`src/pkg/ccirq_pkg.sv`:
```
package ccirq_pkg;
  // register offsets on the serial configuration port
  localparam logic [15:0] CCIRQ_IN_FLAG_OFF = 16'h0012;
  localparam logic [15:0] CCIRQ_LOOP_FLAG_OFF = 16'h0013;
  localparam logic [15:0] CCIRQ_CAL_FLAG_OFF = 16'h0014;
  localparam logic [15:0] CCIRQ_IN_MASK_OFF = 16'h0018;
  localparam logic [15:0] CCIRQ_LOOP_MASK_OFF = 16'h0019;
  localparam logic [15:0] CCIRQ_CAL_MASK_OFF = 16'h001A;
  localparam logic [15:0] CCIRQ_SOFT_RST_OFF = 16'h001C;
  localparam logic [15:0] CCIRQ_STEP_OFF = 16'h001D;
  localparam logic [15:0] CCIRQ_PWR_OFF = 16'h001E;
  localparam logic [15:0] CCIRQ_STEP_SEL_OFF = 16'h0020;
  localparam logic [15:0] CCIRQ_OE_CTRL_OFF = 16'h0022;
  // field positions
  localparam int CCIRQ_SOFT_ALL_BIT = 0;
  localparam int CCIRQ_SOFT_LOOP_LSB = 1;
  localparam int CCIRQ_STEP_UP_BIT = 0;
  localparam int CCIRQ_STEP_DOWN_BIT = 1;
  localparam int CCIRQ_PDN_BIT = 0;
  localparam int CCIRQ_HARD_BIT = 1;
  localparam int CCIRQ_SYNC_BIT = 2;
  localparam int CCIRQ_SEL_EN_BIT = 0;
  localparam int CCIRQ_SEL_REG_BIT = 1;
  localparam int CCIRQ_SEL_LOOP_LSB = 2;
  localparam int CCIRQ_OE_SEL_BIT = 0;
  localparam int CCIRQ_OE_VAL_BIT = 1;
  localparam int CCIRQ_CAL_LSB = 4;
  // reset values
  localparam logic [7:0] CCIRQ_IN_MASK_RST = 8'h00;
  localparam logic [7:0] CCIRQ_LOOP_MASK_RST = 8'h00;
  localparam logic [3:0] CCIRQ_CAL_MASK_RST = 4'h0;
  localparam logic [3:0] CCIRQ_STEP_SEL_RST = 4'h0;
  localparam logic [1:0] CCIRQ_OE_CTRL_RST = 2'h0;
  localparam logic CCIRQ_PDN_RST = 1'b0;
  // loop codes of the step target field; code 1 is reserved
  localparam logic [1:0] CCIRQ_LOOP_A = 2'h0;
  localparam logic [1:0] CCIRQ_LOOP_C = 2'h2;
  localparam logic [1:0] CCIRQ_LOOP_D = 2'h3;
  // loops that can be stepped at all (a, c, d)
  localparam logic [3:0] CCIRQ_STEP_CAPABLE = 4'hD;
  // power sequencing states, gray along run, down, wake
  typedef enum logic [1:0] {
    CCIRQ_PWR_RUN = 2'b00,
    CCIRQ_PWR_DOWN = 2'b01,
    CCIRQ_PWR_WAKE = 2'b11
  } ccirq_pwr_type;
endpackage

```
`src/logic/ccirq_sticky.sv`:
```
`timescale 1ns/1ps
// sticky flag bank: live status sets, a written 0 clears only while status is 0
module ccirq_sticky #(
  parameter int W = 8
) (
  input wire logic clk,
  input wire logic arst_n,
  input wire logic [W-1:0] status,
  input wire logic clr_wr,
  input wire logic [W-1:0] clr_data,
  output logic [W-1:0] flags_r
);
  logic [W-1:0] clr_ok;
  logic [W-1:0] flags_nxt;

  // a set in the clear cycle wins, so no event is lost
  assign clr_ok = {W{clr_wr}} & ~clr_data & ~status;
  assign flags_nxt = status | (flags_r & ~clr_ok);

  always_ff @(posedge clk or negedge arst_n) begin
    if (!arst_n) begin
      flags_r <= '0;
    end else begin
      flags_r <= flags_nxt;
    end
  end

  flag_hold_a: assert property (@(posedge clk) disable iff (!arst_n)
    (status != '0) |=> ((flags_r & $past(status)) == $past(status)))
    else $error("sticky flag failed to set from live status");
  flag_keep_a: assert property (@(posedge clk) disable iff (!arst_n)
    !clr_wr |=> ((flags_r & $past(flags_r)) == $past(flags_r)))
    else $error("sticky flag dropped without a clearing write");
endmodule // ccirq_sticky

```
`src/logic/ccirq_ctrl.sv`:
```
`timescale 1ns/1ps
module ccirq_ctrl
  import ccirq_pkg::*;
(
  input wire logic clk,
  input wire logic arst_n,
  input wire logic reg_wr_en,
  input wire logic reg_rd_en,
  input wire logic [15:0] reg_addr,
  input wire logic [7:0] reg_wdata,
  output logic [7:0] reg_rdata,
  input wire logic [3:0] input_loss_status,
  input wire logic [3:0] input_freq_off_status,
  input wire logic [3:0] loop_unlock_status,
  input wire logic [3:0] loop_holdover_status,
  input wire logic [3:0] loop_cal_status,
  input wire logic [3:0] loop_step_block,
  input wire logic global_outputs_allow,
  input wire logic out_enable_pin_n,
  input wire logic divider_sync_pin_n,
  input wire logic [1:0] loop_choice_bits,
  output logic irq_out_n,
  output logic device_restart,
  output logic [3:0] loop_restart,
  output logic bandwidth_apply,
  output logic divider_apply,
  output logic hard_reset_req,
  output logic divider_sync,
  output logic power_down,
  output logic [3:0] loop_relock,
  output logic [3:0] freq_step_up,
  output logic [3:0] freq_step_down,
  output logic outputs_enable
);
  // address match, used by both the write and the read decode
  function automatic logic hit(input logic [15:0] a, input logic [15:0] off);
    hit = (a == off);
  endfunction

  logic [7:0] in_mask_r;
  logic [7:0] loop_mask_r;
  logic [3:0] cal_mask_r;
  logic pdn_r;
  logic [3:0] step_sel_r;
  logic [1:0] oe_ctrl_r;
  logic [7:0] in_flags;
  logic [7:0] loop_flags;
  logic [3:0] cal_flags;
  logic [7:0] rdata_r;
  logic irq_n_r;
  logic dev_rst_r;
  logic [3:0] loop_rst_r;
  logic bw_apply_r;
  logic div_apply_r;
  logic hard_r;
  logic sync_r;
  logic pd_r;
  logic [3:0] relock_r;
  logic [3:0] up_r;
  logic [3:0] down_r;
  logic oe_r;
  logic [1:0] oe_pin_meta_r;
  logic [1:0] sync_pin_meta_r;
  logic [3:0] choice_meta_r;
  logic oe_pin_n_s;
  logic sync_pin_n_s;
  logic [1:0] choice_s;
  ccirq_pwr_type pwr_r;
  ccirq_pwr_type pwr_nxt;

  // pins pass two flops; only the second stage is read
  always_ff @(posedge clk or negedge arst_n) begin
    if (!arst_n) begin
      oe_pin_meta_r <= 2'h3;
      sync_pin_meta_r <= 2'h3;
      choice_meta_r <= 4'h0;
    end else begin
      oe_pin_meta_r <= {oe_pin_meta_r[0], out_enable_pin_n};
      sync_pin_meta_r <= {sync_pin_meta_r[0], divider_sync_pin_n};
      choice_meta_r <= {choice_meta_r[1:0], loop_choice_bits};
    end
  end
  assign oe_pin_n_s = oe_pin_meta_r[1];
  assign sync_pin_n_s = sync_pin_meta_r[1];
  assign choice_s = choice_meta_r[3:2];

  // write decode
  logic wr_in_mask;
  logic wr_loop_mask;
  logic wr_cal_mask;
  logic wr_soft;
  logic wr_step;
  logic wr_pwr;
  logic wr_step_sel;
  logic wr_oe;
  logic wr_in_flag;
  logic wr_loop_flag;
  logic wr_cal_flag;
  assign wr_in_mask = reg_wr_en && hit(reg_addr, CCIRQ_IN_MASK_OFF);
  assign wr_loop_mask = reg_wr_en && hit(reg_addr, CCIRQ_LOOP_MASK_OFF);
  assign wr_cal_mask = reg_wr_en && hit(reg_addr, CCIRQ_CAL_MASK_OFF);
  assign wr_soft = reg_wr_en && hit(reg_addr, CCIRQ_SOFT_RST_OFF);
  assign wr_step = reg_wr_en && hit(reg_addr, CCIRQ_STEP_OFF);
  assign wr_pwr = reg_wr_en && hit(reg_addr, CCIRQ_PWR_OFF);
  assign wr_step_sel = reg_wr_en && hit(reg_addr, CCIRQ_STEP_SEL_OFF);
  assign wr_oe = reg_wr_en && hit(reg_addr, CCIRQ_OE_CTRL_OFF);
  assign wr_in_flag = reg_wr_en && hit(reg_addr, CCIRQ_IN_FLAG_OFF);
  assign wr_loop_flag = reg_wr_en && hit(reg_addr, CCIRQ_LOOP_FLAG_OFF);
  assign wr_cal_flag = reg_wr_en && hit(reg_addr, CCIRQ_CAL_FLAG_OFF);

  // sticky flag banks, laid out as the mask registers that gate them
  ccirq_sticky #(.W(8)) u_in_flags (
    .clk(clk),
    .arst_n(arst_n),
    .status({input_freq_off_status, input_loss_status}),
    .clr_wr(wr_in_flag),
    .clr_data(reg_wdata),
    .flags_r(in_flags)
  );
  ccirq_sticky #(.W(8)) u_loop_flags (
    .clk(clk),
    .arst_n(arst_n),
    .status({loop_holdover_status, loop_unlock_status}),
    .clr_wr(wr_loop_flag),
    .clr_data(reg_wdata),
    .flags_r(loop_flags)
  );
  ccirq_sticky #(.W(4)) u_cal_flags (
    .clk(clk),
    .arst_n(arst_n),
    .status(loop_cal_status),
    .clr_wr(wr_cal_flag),
    .clr_data(reg_wdata[7:4]),
    .flags_r(cal_flags)
  );

  // read/write control registers
  always_ff @(posedge clk or negedge arst_n) begin
    if (!arst_n) begin
      in_mask_r <= CCIRQ_IN_MASK_RST;
      loop_mask_r <= CCIRQ_LOOP_MASK_RST;
      cal_mask_r <= CCIRQ_CAL_MASK_RST;
      pdn_r <= CCIRQ_PDN_RST;
      step_sel_r <= CCIRQ_STEP_SEL_RST;
      oe_ctrl_r <= CCIRQ_OE_CTRL_RST;
    end else begin
      if (wr_in_mask) in_mask_r <= reg_wdata;
      if (wr_loop_mask) loop_mask_r <= reg_wdata;
      if (wr_cal_mask) cal_mask_r <= reg_wdata[7:4];
      if (wr_pwr) pdn_r <= reg_wdata[CCIRQ_PDN_BIT];
      if (wr_step_sel) step_sel_r <= reg_wdata[3:0];
      if (wr_oe) oe_ctrl_r <= reg_wdata[1:0];
    end
  end

  // interrupt: any sticky flag whose mask bit is clear, bit for bit
  logic irq_pend;
  assign irq_pend = |(in_flags & ~in_mask_r)
    | |(loop_flags & ~loop_mask_r)
    | |(cal_flags & ~cal_mask_r);

  // step target selection; with selection off every capable loop that loop_step_block leaves free steps
  logic sel_en;
  logic sel_reg;
  logic [1:0] target_code;
  logic [3:0] target_onehot;
  logic [3:0] step_loops;
  assign sel_en = step_sel_r[CCIRQ_SEL_EN_BIT];
  assign sel_reg = sel_en && step_sel_r[CCIRQ_SEL_REG_BIT];
  assign target_code = sel_reg ? step_sel_r[CCIRQ_SEL_LOOP_LSB +: 2] : choice_s;
  // the reserved code maps to no loop rather than to loop b
  assign target_onehot = (4'h1 << target_code) & CCIRQ_STEP_CAPABLE;
  assign step_loops = (sel_en ? target_onehot : CCIRQ_STEP_CAPABLE) & ~loop_step_block;

  // strobes are written as one and read back as zero, so the write is the edge
  logic step_up_hit;
  logic step_down_hit;
  assign step_up_hit = wr_step && reg_wdata[CCIRQ_STEP_UP_BIT];
  assign step_down_hit = wr_step && reg_wdata[CCIRQ_STEP_DOWN_BIT];

  logic soft_all_hit;
  logic [3:0] soft_loop_hit;
  assign soft_all_hit = wr_soft && reg_wdata[CCIRQ_SOFT_ALL_BIT];
  assign soft_loop_hit = {4{wr_soft}} & reg_wdata[CCIRQ_SOFT_LOOP_LSB +: 4];

  // output gating; register value is active high, pin is active low
  logic oe_nxt;
  assign oe_nxt = global_outputs_allow
    && (oe_ctrl_r[CCIRQ_OE_SEL_BIT] ? oe_ctrl_r[CCIRQ_OE_VAL_BIT] : !oe_pin_n_s);

  // power sequencing: a wake state forces a fresh lock search on exit
  always_comb begin
    pwr_nxt = pwr_r;
    unique case (pwr_r)
      CCIRQ_PWR_RUN: if (pdn_r) pwr_nxt = CCIRQ_PWR_DOWN;
      CCIRQ_PWR_DOWN: if (!pdn_r) pwr_nxt = CCIRQ_PWR_WAKE;
      CCIRQ_PWR_WAKE: pwr_nxt = CCIRQ_PWR_RUN;
      default: pwr_nxt = CCIRQ_PWR_RUN;
    endcase
  end

  // action outputs; strobes are single-cycle pulses, except divider_sync, which stays high while the sync pin is held low
  always_ff @(posedge clk or negedge arst_n) begin
    if (!arst_n) begin
      pwr_r <= CCIRQ_PWR_RUN;
      irq_n_r <= 1'b1;
      dev_rst_r <= 1'b0;
      loop_rst_r <= 4'h0;
      bw_apply_r <= 1'b0;
      div_apply_r <= 1'b0;
      hard_r <= 1'b0;
      sync_r <= 1'b0;
      pd_r <= 1'b0;
      relock_r <= 4'h0;
      up_r <= 4'h0;
      down_r <= 4'h0;
      oe_r <= 1'b0;
    end else begin
      pwr_r <= pwr_nxt;
      irq_n_r <= !irq_pend;
      dev_rst_r <= soft_all_hit;
      loop_rst_r <= soft_loop_hit;
      bw_apply_r <= soft_all_hit;
      div_apply_r <= soft_all_hit;
      hard_r <= wr_pwr && reg_wdata[CCIRQ_HARD_BIT];
      // pin low and register strobe drive the same divider reset
      sync_r <= (wr_pwr && reg_wdata[CCIRQ_SYNC_BIT]) || !sync_pin_n_s;
      pd_r <= (pwr_nxt == CCIRQ_PWR_DOWN);
      relock_r <= {4{pwr_nxt == CCIRQ_PWR_WAKE}};
      up_r <= {4{step_up_hit}} & step_loops;
      down_r <= {4{step_down_hit}} & step_loops;
      oe_r <= oe_nxt;
    end
  end

  // read mux; strobe registers read zero, unmapped addresses read zero
  logic [7:0] rd_mux;
  assign rd_mux =
    hit(reg_addr, CCIRQ_IN_FLAG_OFF) ? in_flags :
    hit(reg_addr, CCIRQ_LOOP_FLAG_OFF) ? loop_flags :
    hit(reg_addr, CCIRQ_CAL_FLAG_OFF) ? {cal_flags, 4'h0} :
    hit(reg_addr, CCIRQ_IN_MASK_OFF) ? in_mask_r :
    hit(reg_addr, CCIRQ_LOOP_MASK_OFF) ? loop_mask_r :
    hit(reg_addr, CCIRQ_CAL_MASK_OFF) ? {cal_mask_r, 4'h0} :
    hit(reg_addr, CCIRQ_PWR_OFF) ? {7'h00, pdn_r} :
    hit(reg_addr, CCIRQ_STEP_SEL_OFF) ? {4'h0, step_sel_r} :
    hit(reg_addr, CCIRQ_OE_CTRL_OFF) ? {6'h00, oe_ctrl_r} : 8'h00;

  always_ff @(posedge clk or negedge arst_n) begin
    if (!arst_n) begin
      rdata_r <= 8'h00;
    end else if (reg_rd_en) begin
      rdata_r <= rd_mux;
    end
  end

  assign reg_rdata = rdata_r;
  assign irq_out_n = irq_n_r;
  assign device_restart = dev_rst_r;
  assign loop_restart = loop_rst_r;
  assign bandwidth_apply = bw_apply_r;
  assign divider_apply = div_apply_r;
  assign hard_reset_req = hard_r;
  assign divider_sync = sync_r;
  assign power_down = pd_r;
  assign loop_relock = relock_r;
  assign freq_step_up = up_r;
  assign freq_step_down = down_r;
  assign outputs_enable = oe_r;

  // checks
  in_mask_a: assert property (@(posedge clk) disable iff (!arst_n)
    (|(in_flags & ~in_mask_r)) |=> !irq_out_n)
    else $error("unmasked input flag did not raise interrupt");
  loop_mask_a: assert property (@(posedge clk) disable iff (!arst_n)
    (|(loop_flags & ~loop_mask_r) || |(cal_flags & ~cal_mask_r)) |=> !irq_out_n)
    else $error("unmasked loop flag did not raise interrupt");
  irq_release_a: assert property (@(posedge clk) disable iff (!arst_n)
    (((in_flags & ~in_mask_r) == 8'h00) && ((loop_flags & ~loop_mask_r) == 8'h00)
      && ((cal_flags & ~cal_mask_r) == 4'h0)) |=> irq_out_n)
    else $error("interrupt asserted with all flags masked");
  soft_all_a: assert property (@(posedge clk) disable iff (!arst_n)
    soft_all_hit |=> (device_restart && bandwidth_apply && divider_apply)
      ##1 (!device_restart || $past(soft_all_hit)))
    else $error("whole soft reset pulse wrong");
  loop_rst_a: assert property (@(posedge clk) disable iff (!arst_n)
    wr_soft |=> (loop_restart == $past(reg_wdata[4:1]))
      && (bandwidth_apply == $past(reg_wdata[CCIRQ_SOFT_ALL_BIT])))
    else $error("loop soft reset pulse wrong");
  step_a_a: assert property (@(posedge clk) disable iff (!arst_n)
    (step_up_hit && sel_reg && step_sel_r[3:2] == CCIRQ_LOOP_A && !loop_step_block[0])
      |=> freq_step_up == 4'h1 ##1 (freq_step_up == 4'h0 || $past(step_up_hit)))
    else $error("step up not delivered to loop a");
  step_block_a: assert property (@(posedge clk) disable iff (!arst_n)
    (loop_step_block[3] || (sel_reg && step_sel_r[3:2] == 2'h1))
      |=> !freq_step_down[3] && !freq_step_up[3] && !freq_step_down[1])
    else $error("blocked or reserved loop was stepped");
  pdn_relock_a: assert property (@(posedge clk) disable iff (!arst_n)
    $fell(power_down) |-> (loop_relock == 4'hF) ##1 (loop_relock == 4'h0))
    else $error("no relock after leaving power down");
  pdn_enter_a: assert property (@(posedge clk) disable iff (!arst_n)
    (wr_pwr && reg_wdata[CCIRQ_PDN_BIT] && pwr_r == CCIRQ_PWR_RUN) |=> ##1 power_down)
    else $error("power down not entered");
  oe_gate_a: assert property (@(posedge clk) disable iff (!arst_n)
    !global_outputs_allow |=> !outputs_enable)
    else $error("outputs enabled without global allow");
  oe_reg_a: assert property (@(posedge clk) disable iff (!arst_n)
    (global_outputs_allow && oe_ctrl_r == 2'h1) |=> !outputs_enable)
    else $error("register disable did not turn outputs off");
  hard_pulse_a: assert property (@(posedge clk) disable iff (!arst_n)
    (wr_pwr && reg_wdata[CCIRQ_HARD_BIT]) |=> hard_reset_req ##1 !hard_reset_req || $past(wr_pwr))
    else $error("hard reset strobe wrong");
  // the reserved code must not fall through to loop b or any other loop
  step_rsv_a: assert property (@(posedge clk) disable iff (!arst_n)
    (sel_reg && step_sel_r[3:2] == 2'h1)
      |=> (freq_step_up == 4'h0) && (freq_step_down == 4'h0))
    else $error("reserved step target moved a loop");
  sync_pin_a: assert property (@(posedge clk) disable iff (!arst_n)
    !sync_pin_n_s |=> divider_sync)
    else $error("held sync pin did not reset dividers");
endmodule // ccirq_ctrl

```
`config.mk`:
```
export PLATFORM = sky130hd
export DESIGN_NAME = ccirq_ctrl
export DESIGN_NICKNAME = d
export VERILOG_FILES = /design/src/pkg/ccirq_pkg.sv /design/src/logic/ccirq_sticky.sv /design/src/logic/ccirq_ctrl.sv
export SDC_FILE = /design/constraint.sdc
export NUM_CORES = 1
export LEC_CHECK = 0
export BUFFER_PORTS_ARGS = -buffer_cell sky130_fd_sc_hd__buf_2
export CAP_MARGIN = 0
export CORE_ASPECT_RATIO = 2
export CORE_MARGIN = 8
export CORE_UTILIZATION = 23
export CTS_CLUSTER_SIZE = 20
export DETAILED_ROUTE_END_ITERATION = 16
export SLEW_MARGIN = 20
export SYNTH_ARGS = -nofsm -noshare
export SYNTH_HDL_FRONTEND = slang
export SYNTH_HIERARCHICAL = 1
export SYNTH_SLANG_ARGS = --single-unit
```
`constraint.sdc`:
```
create_clock -name clk -period 1.5 [get_ports clk]
set_input_delay 0.3 -clock clk [delete_from_list [all_inputs] [get_ports clk]]
set_output_delay 0.3 -clock clk [all_outputs]
set_load 0.01 [all_outputs]
```
Word-level counts from Yosys, hierarchy flattened

Cells that the tools add are included.

Register bits after elaboration: 84
Input port bits: 57
Word-level logic and storage cells: 113
Output and inout port bits: 32

Mux-type cells: 15
Reductions and logical operators: 26
Bitwise operators: 33
Equality and inequality tests: 14
Shift operators: 1

Operators by type and width:

| kind                  | count |
|---|---|
| $eq A16 B5 Y1 const B | 9 |
| $and A8 B8 Y8         | 8 |
| $not A8 Y8            | 7 |
| $mux W8               | 6 |
| $and A4 B4 Y4         | 8 |
| $eq A16 B6 Y1 const B | 2 |
| $not A4 Y4            | 5 |
| $logic_and A1 B1 Y1   | 18 |
| $or A8 B8 Y8          | 2 |
| $reduce_or A8 Y1      | 2 |
| $mux W4               | 3 |
| $mux W2               | 4 |
| $eq A2 B1 Y1 const B  | 2 |
| $or A4 B4 Y4          | 1 |
| $pmux W2 S2           | 1 |
| $reduce_or A4 Y1      | 1 |
| $shl A1 B2 Y4 const A | 1 |
| $logic_not A1 Y1      | 3 |
| $eq A2 B2 Y1 const B  | 1 |
| $logic_not A2 Y1      | 1 |
| $or A1 B1 Y1          | 2 |
| $logic_or A1 B1 Y1    | 1 |
| $mux W1               | 1 |

Logic depth before layout (Yosys ltp)

Gate-level depths: netlist of the first run.

Depth in word-level cells: 10
Mapped depth: 7
Depth with buffers taken out: 5

By module

Netlist of the first run, hierarchy kept.

By module, submodules not included:

| module                         | cells an instance | seq. area each (sq um) | instances | area an instance (sq um) |
|---|---|---|---|---|
| ccirq_ctrl                     | 277               | 1557.7                 | 1         | 3014.1 |
| ccirq_sticky at u_in_flags ... | 24                | 200.2                  | 2         | 310.3 |
| ccirq_sticky at u_cal_flags    | 12                | 100.1                  | 1         | 155.1 |

Least setup slack after synthesis of the first run

OpenSTA, ideal clock, no wires.

Path type: input -> register
From: input reg_addr[9]
To: register cal_mask_r[0]
Setup time: 125 ps
Stages: 7
Data arrival time: 2148 ps
Buffers on the path: 2
Slack: -773 ps
Data required time: 1375 ps
Cells stage by stage: or4_1 buf_2 nor3_4 nand2_2 or4_1 buf_2 mux2_4

Word-level cells in the longest chain between the ends: 2

RTL lines:

| what                   | line              | RTL |
|---|---|---|
| start: declaration     | ccirq_ctrl.sv:9   | `input wire logic [15:0] reg_addr,` |
| $eq A16 B5 Y1          | ccirq_ctrl.sv:37  | `hit = (a == off);` |
| $logic_and A1 B1 Y1    | ccirq_ctrl.sv:101 | `assign wr_cal_mask = reg_wr_en && hit(reg_addr, CCIRQ_CAL_MASK_OFF);` |
| end signal: assignment | ccirq_ctrl.sv:149 | `if (wr_cal_mask) cal_mask_r <= reg_wdata[7:4];` |
| end: declaration       | ccirq_ctrl.sv:42  | `logic [3:0] cal_mask_r;` |

Every way passes these cells.
A chain may end at the register's enable or synchronous reset.

Worst setup path in the final report of the first run

From: input reg_addr[7]
To: register cal_mask_r[1]

Same word-level chain as after synthesis.

==> results.ini, run 1 <==
[timing]
finalHoldViolCount = 0
fin_crit_sh = 1.25
setup_ws_ns = -0.381
max_freq_mhz = 532
holdWs_ns = 0.0560
rsz0062_at_grt = true
finalCriticalPeriod_ns = 1.88
maxSlewViolCount = 0
setup_viol = 67
skew_ns = 0.00654

[route]
drc = 0
drt_iter0_markers = 98
wl_per_cell_um = 19.3
firstDrtPassIters = 4
wl_mm = 13.3
routed_via_density = 4.65
vias = 3216
antenna_left = 0

[grt]
antenna_found_initial = 0
grtUsageTotal = 0.131
first_global_vias = 3666
overflow = 0
grt_start_max_net_pins = 40
grt_pass1_wl_mm = 20.4

[logic_synthesis]
ys.flop_type = dfrtp_1
ys_ff_latch = 82
async_flop_share = 1.00
synth.avg_cell_area_um2 = 11.2
ys_seq_area_frac = 0.543
synth_mux_area_frac = 0.0895
syn-instance-count = 337
yosys_warnings = 6
synth_top_family_by_area = simple AND/OR/NAND/NOR gates
synth_area_um2 = 3790
synth_edf_count = 0
synth_xor_area_frac = 0
ys_types = 48
synth_compound_area_frac = 0.145
synth-adder-area-share = 0
yosys.area_share.simple = 0.177

[power_and_ir_drop]
internal-power_mw = 3.53
p_clk_frac = 0.440
pwr-share-comb = 0.081
switching_share = 0.248
p_seq_frac = 0.479
vdd_ir_drop_max_mv = 0.371
p_switching_mw = 1.16
power.density_nw_per_um2 = 851
power.leakage_nw = 2.57

[final_layout]
multi_input_area_um2 = 1820
fin_cells = 691
drive_gt1_frac = 0.497
fillers = 1712
fin_nets = 539
final_cell_mix = 83 x buf_2, 77 x dfrtp_1, 52 x buf_4, 23 x nand2b_1, 23 x a21o_1
final_core_util = 0.341
syn_to_final_growth_pct = 45.5
final_common_cell = buf_2
regArea_um2 = 2060
num_antenna_cells = 0

[die]
core_area_um2 = 16200
fp.dieArea_um2 = 21100
row_count = 66
initial_core_util = 0.234
ios = 89
die_y_um = 198
die-width_um = 107

[setup_path]
worstSetupStartpointType = input port
slowest_stage = or4_4
crit_chain = buf_2, or4b_4, nor3_4, nand2_2, or4_4, mux2_4
cp_max_fo = 4
slowest_delay_ns = 0.54
ff2ff_path_depth = 6
critical_path_class = in -> reg
crit_required_ns = 1.73
worstSetupEndpointType = flop
cp.arrival_ns = 2.11

[run]
max_cap_viol_count = 0

[place]
post-place-cells = 666
hpwl_mm = 10.8
place_ws_ns = -0.863
io_buffers = 85
gp_congestion = 0.910

[clocking]
cts_tree = built
htreeDepth = 3
root_buffer = clkbuf_16
cts_buffers = 9
cts_sinks = 82
clk_path_buf_depth = 2
clkSlewWorstSetupHoldPaths_ns = 0.06
worstSkewPairLatency_ns = 0.35

[outcome]
violations = setup timing
status = finished with violations

[worst_hold_path]
min_path_cells = 1
hold_path_class = in -> reg

## synth_stat cells (all sizes together) (2+ instances only)
library cell / number / share of area
and2: 7 / 0.012
a221oi: 5 / 0.012
o21ai: 9 / 0.012
dfstp: 5 / 0.035
a21oi: 10 / 0.013
and4: 3 / 0.0069
inv: 21 / 0.021
o31ai: 4 / 0.0079
o2bb2ai: 4 / 0.0092
nor3b: 4 / 0.0079
nor2: 12 / 0.013
or4: 4 / 0.0079
and3: 4 / 0.0066
nor4: 7 / 0.012
nor4b: 3 / 0.0069
mux2i: 2 / 0.0053
a22oi: 5 / 0.0099
nand3: 5 / 0.0066
nand2: 20 / 0.020
nor3: 4 / 0.0083
or3: 2 / 0.0033
a32oi: 4 / 0.0092
mux2: 27 / 0.084
o21a: 2 / 0.0040
nand2b: 24 / 0.040
clkbuf: 8 / 0.0079
o22ai: 5 / 0.0083
buf: 9 / 0.017
or4b: 3 / 0.0089
or4bb: 2 / 0.0059
a21o: 23 / 0.046
dfrtp: 77 / 0.51
nor2b: 4 / 0.0066
## cells by family (layout without fill, tap and decap cells)
group | Yosys count | in the layout
AOI/OAI and AO/OA | 77 | 77
other | 1 | 2
DFF | 82 | 82
and+or+nand+nor | 110 | 110
muxes | 29 | 29
buffers and inverters | 38 | 187
## layer usage
metal	share of wire	up-vias	global-route usage
met3	0.057	35	0.0376
met1	0.31	1585	0.112
li1	-	1498	-
met5	0	-	0
met2	0.57	98	0.244
met4	0.058	0	0.103
## flip-flops by register name, summed over array words and instances, names as in the netlist, 2 cells and up
name	flops
reg_rdata	8
freq_step_down	3
freq_step_up	3
cal_mask_r	4
u_cal_flags/flags_r	4
oe_pin_meta_r	2
oe_ctrl_r	2
choice_meta_r	4
in_mask_r	8
step_sel_r	4
loop_restart	4
u_in_flags/flags_r	8
loop_mask_r	8
u_loop_flags/flags_r	8
sync_pin_meta_r	2
pwr_r	2
## worst max-delay path, delay by kind of cell
family	cells	cell delay, ns
AND/OR/NAND/NOR	4	1.39
buffers and inverters	1	0.11
multiplexers	1	0.32
## final cells by class
type                            count  share of cell area
Clock inverter                      7             0.00999
Sequential cell                    82               0.373
Timing Repair Buffer              150               0.185
Multi-Input combinational cell    218               0.331
Tap cell                          204              0.0463
Clock buffer                        9              0.0409
Inverter                           21              0.0143
## timing repair
action / CTS / global route
endpoints found under the setup margin: 68 / 69
buffers inserted: 4 / 6
hold endpoints to repair: 22 / 0
pin swaps: 26 / 12
hold buffers: 1 / 0
gates resized for setup: 48 / 14
## path summary, 6_finish.rpt
path / slack [ns] / from / end
setup reg to reg: 0.09 / u_loop_flags/flags_r[7] / irq_out_n
max in group asynchronous: 0.53 / arst_n / oe_pin_meta_r[0]
setup / recovery: -0.38 / reg_addr[7] / cal_mask_r[1]
hold reg to reg: 0.35 / sync_pin_meta_r[0] / sync_pin_meta_r[1]
min in group asynchronous: 0.42 / arst_n / choice_meta_r[0]
hold / removal: 0.06 / out_enable_pin_n / oe_pin_meta_r[0]
## stage by stage
| step | cell area, um2 | power (mW) | TNS (ns) |
|---|---|---|---|
| floorplan | 3830 | 2.39 | -30.92 |
| detailed placement | 4880 | 2.65 | -45.84 |
| global route | 5510 | 4.88 | -19.80 |
| finish | 5510 | 4.69 | -16.42 |
| CTS | 5410 | 4.76 | -14.65 |
| global placement | 4880 | 2.64 | -44.96 |
## power by group through the flow
stage	Sequential [mW]	Combinational (mW)	Clock, mW
2_1_floorplan	2.29	0.102	0
3_3_place_gp	2.29	0.352	0
3_5_place_dp	2.29	0.358	0
4_1_cts	2.25	0.381	2.13
5_1_grt	2.25	0.412	2.22
6_report	2.25	0.379	2.06
Note: power is estimated with default switching activity, not from simulation.
==> run 2, diff against run 1 <==
CORE_UTILIZATION = 54   (was 23)
PLACE_DENSITY = 0.8   (was default)
SETUP_SLACK_MARGIN = 0.1   (was default)
==> run 2 against run 1 <==
The run still ends with setup timing left. Power grew 3.5%. Via count increased by 4.2%. Cell area decreased by 0.82%. Sequential power barely moved. Critical path depth is 3 higher. Core utilization rose by 45 points. Cell count fell by 17%. Fmax shrank 2.7%. Worst setup slack got worse by 0.053 ns. Sequential share of layout area grew 0.31 points. Routed wire length is 5.3% lower. Critical endpoint is now reg_rdata[3]. Largest power group unchanged.
==> results.ini, run 2 (synthesis gave the netlist of run 1 again) <==
[die]
die-width_um = 75.2  ; -30%
core_area_um2 = 6890  ; -57%
fp.dieArea_um2 = 10100  ; -52%
die_y_um = 134  ; -32%
ios = 89  ; unchanged
initial_core_util = 0.550  ; +0.316
row_count = 43  ; -35%

[place]
io_buffers = 85  ; unchanged
dpl_cell_area_um2 = 4720  ; -3.3%
hpwl_mm = 9.05  ; -16%
gp_congestion = 0.951  ; +4.5%
post-place-cells = 548  ; -18%

[final_layout]
final_common_cell = buf_2
final_cell_mix = 79 x buf_2, 77 x dfrtp_1, 48 x buf_4, 23 x a21o_1
fin_area_um2 = 5470  ; -0.82%
regArea_um2 = 2060  ; unchanged
fillers = 469  ; -73%
fin_nets = 534  ; -0.93%
final_core_util = 0.794  ; +0.453
multi_input_area_um2 = 1900  ; +4.5%
syn_to_final_growth_pct = 44.3
num_antenna_cells = 0  ; unchanged
drive_gt1_frac = 0.488  ; -0.00937
fin_cells = 572  ; -17%

[clocking]
cts_buffers = 9  ; unchanged
worstSkewPairLatency_ns = 0.34  ; about the same
root_buffer = clkbuf_16
clkSlewWorstSetupHoldPaths_ns = 0.06  ; about the same
cts_sinks = 82  ; unchanged
htreeDepth = 3  ; unchanged
clk_path_buf_depth = 2  ; unchanged
cts_tree = built

[power_and_ir_drop]
power.density_nw_per_um2 = 888  ; +4.4%
power.leakage_nw = 2.62  ; +1.9%
p_seq_frac = 0.463  ; -0.016
vdd_ir_drop_max_mv = 0.859  ; +130%
pwr-share-comb = 0.080  ; about the same
p_clk_frac = 0.457  ; +0.017
switching_share = 0.235  ; -0.0126
internal-power_mw = 3.71  ; +5.3%
p_switching_mw = 1.14  ; -1.7%

[route]
vias = 3350  ; +4.2%
drc = 0  ; unchanged
firstDrtPassIters = 4  ; unchanged
wl_per_cell_um = 22.1  ; +14%
antenna_left = 0  ; unchanged
drt_iter0_markers = 240  ; +140%
wl_mm = 12.6  ; -5.3%
routed_via_density = 5.86  ; +26%

[grt]
grt_start_max_net_pins = 53  ; +33%
antenna_found_initial = 0  ; unchanged
grt_pass1_wl_mm = 19.2  ; -5.9%
grtUsageTotal = 0.258  ; +0.127
first_global_vias = 3619  ; -1.3%
overflow = 0  ; unchanged

[setup_path]
worstSetupStartpointType = input port
cp.arrival_ns = 2.20  ; +0.09 ns
r2r_end = irq_out_n
worstReg2RegStart = u_loop_flags/flags_r[6]
critical_path_class = in -> reg
ff2ff_path_depth = 5  ; -1
crit_required_ns = 1.76  ; +0.03 ns
ff2ff_setup_slack_ns = 0.16  ; +0.07 ns
worstSetupEndpointType = flop
cp_max_fo = 7  ; +3

[timing]
finalHoldViolCount = 0  ; unchanged
fin_setup_tns_ns = -21.88  ; -5.46 ns
max_freq_mhz = 517  ; -2.7%
maxSlewViolCount = 0  ; unchanged
setup_ws_ns = -0.434  ; -0.0531 ns
rsz0062_at_grt = true
fin_crit_sh = 1.29  ; +0.0354
skew_ns = 0.00365  ; -0.00290 ns
setup_viol = 67  ; unchanged
finalCriticalPeriod_ns = 1.93  ; +0.0531 ns
holdWs_ns = 0.0534  ; -0.00258 ns

[outcome]
status = finished with violations
violations = setup timing

[worst_hold_path]
hold_end = sync_pin_meta_r[0]
hold_path_class = in -> reg
hold_start = divider_sync_pin_n
min_path_cells = 1  ; unchanged

[run]
max_cap_viol_count = 0  ; unchanged

==> run 2: power by group through the flow <==
stage	clock network (mW)	logic, mW	registers, mW
final	2.22	0.389	2.25
after global routing	2.32	0.419	2.25
after CTS	2.23	0.365	2.25
after detailed placement	0	0.331	2.29
after global placement	0	0.324	2.29
after floorplan	0	0.102	2.29
==> run 2: repair_timing <==
item	in CTS	in global routing
buffers inserted	3	6
hold buffers	1	0
endpoints found under the setup margin	68	69
pin swaps	14	25
resized for setup	56	26
hold endpoints to repair	47	0
cloned	0	0
==> run 2: per-layer routing <==
metal,part of all wire,vias up,track usage
li1,-,1484,-
met1,0.32,1679,0.244
met5,0,-,0
met2,0.56,137,0.464
met3,0.061,50,0.0520
met4,0.058,0,0.178
==> run 2: metrics by stage <==
step	setup WS (ns)	total power [mW]
after global routing	-0.490	4.99
after CTS	-0.381	4.85
after floorplan	-0.760	2.39
after detailed placement	-0.860	2.62
final	-0.434	4.86
after global placement	-0.856	2.61
==> run 2: worst max-delay path: stages <==
cell and delay, ns:
buf_6 0.09, or4_4 0.55, buf_4 0.16, buf_12 0.14, nor4_4 0.31, buf_4 0.20
nand2_1 0.07, and4_1 0.23, o2bb2ai_2 0.14
==> run 2: how the worst max path moves through the flow <==
stage | from | endpoint | slack [ns]
2_1_floorplan | reg_addr[9] | cal_mask_r[0] | -0.76
3_3_place_gp | reg_addr[5] | cal_mask_r[1] | -0.86
3_5_place_dp | reg_addr[5] | cal_mask_r[3] | -0.86
4_1_cts | reg_addr[9] | cal_mask_r[3] | -0.38
5_1_grt | reg_addr[14] | reg_rdata[3] | -0.49
6_report | reg_addr[14] | reg_rdata[3] | -0.43
==> run 2: cell type report <==
cell class / instances / area share
timing repair buffer: 145 / 0.185
clock inverter: 7 / 0.0144
inverter: 21 / 0.0144
multi-input combinational: 218 / 0.348
clock buffer: 9 / 0.0412
sequential: 82 / 0.376
tap: 90 / 0.0206
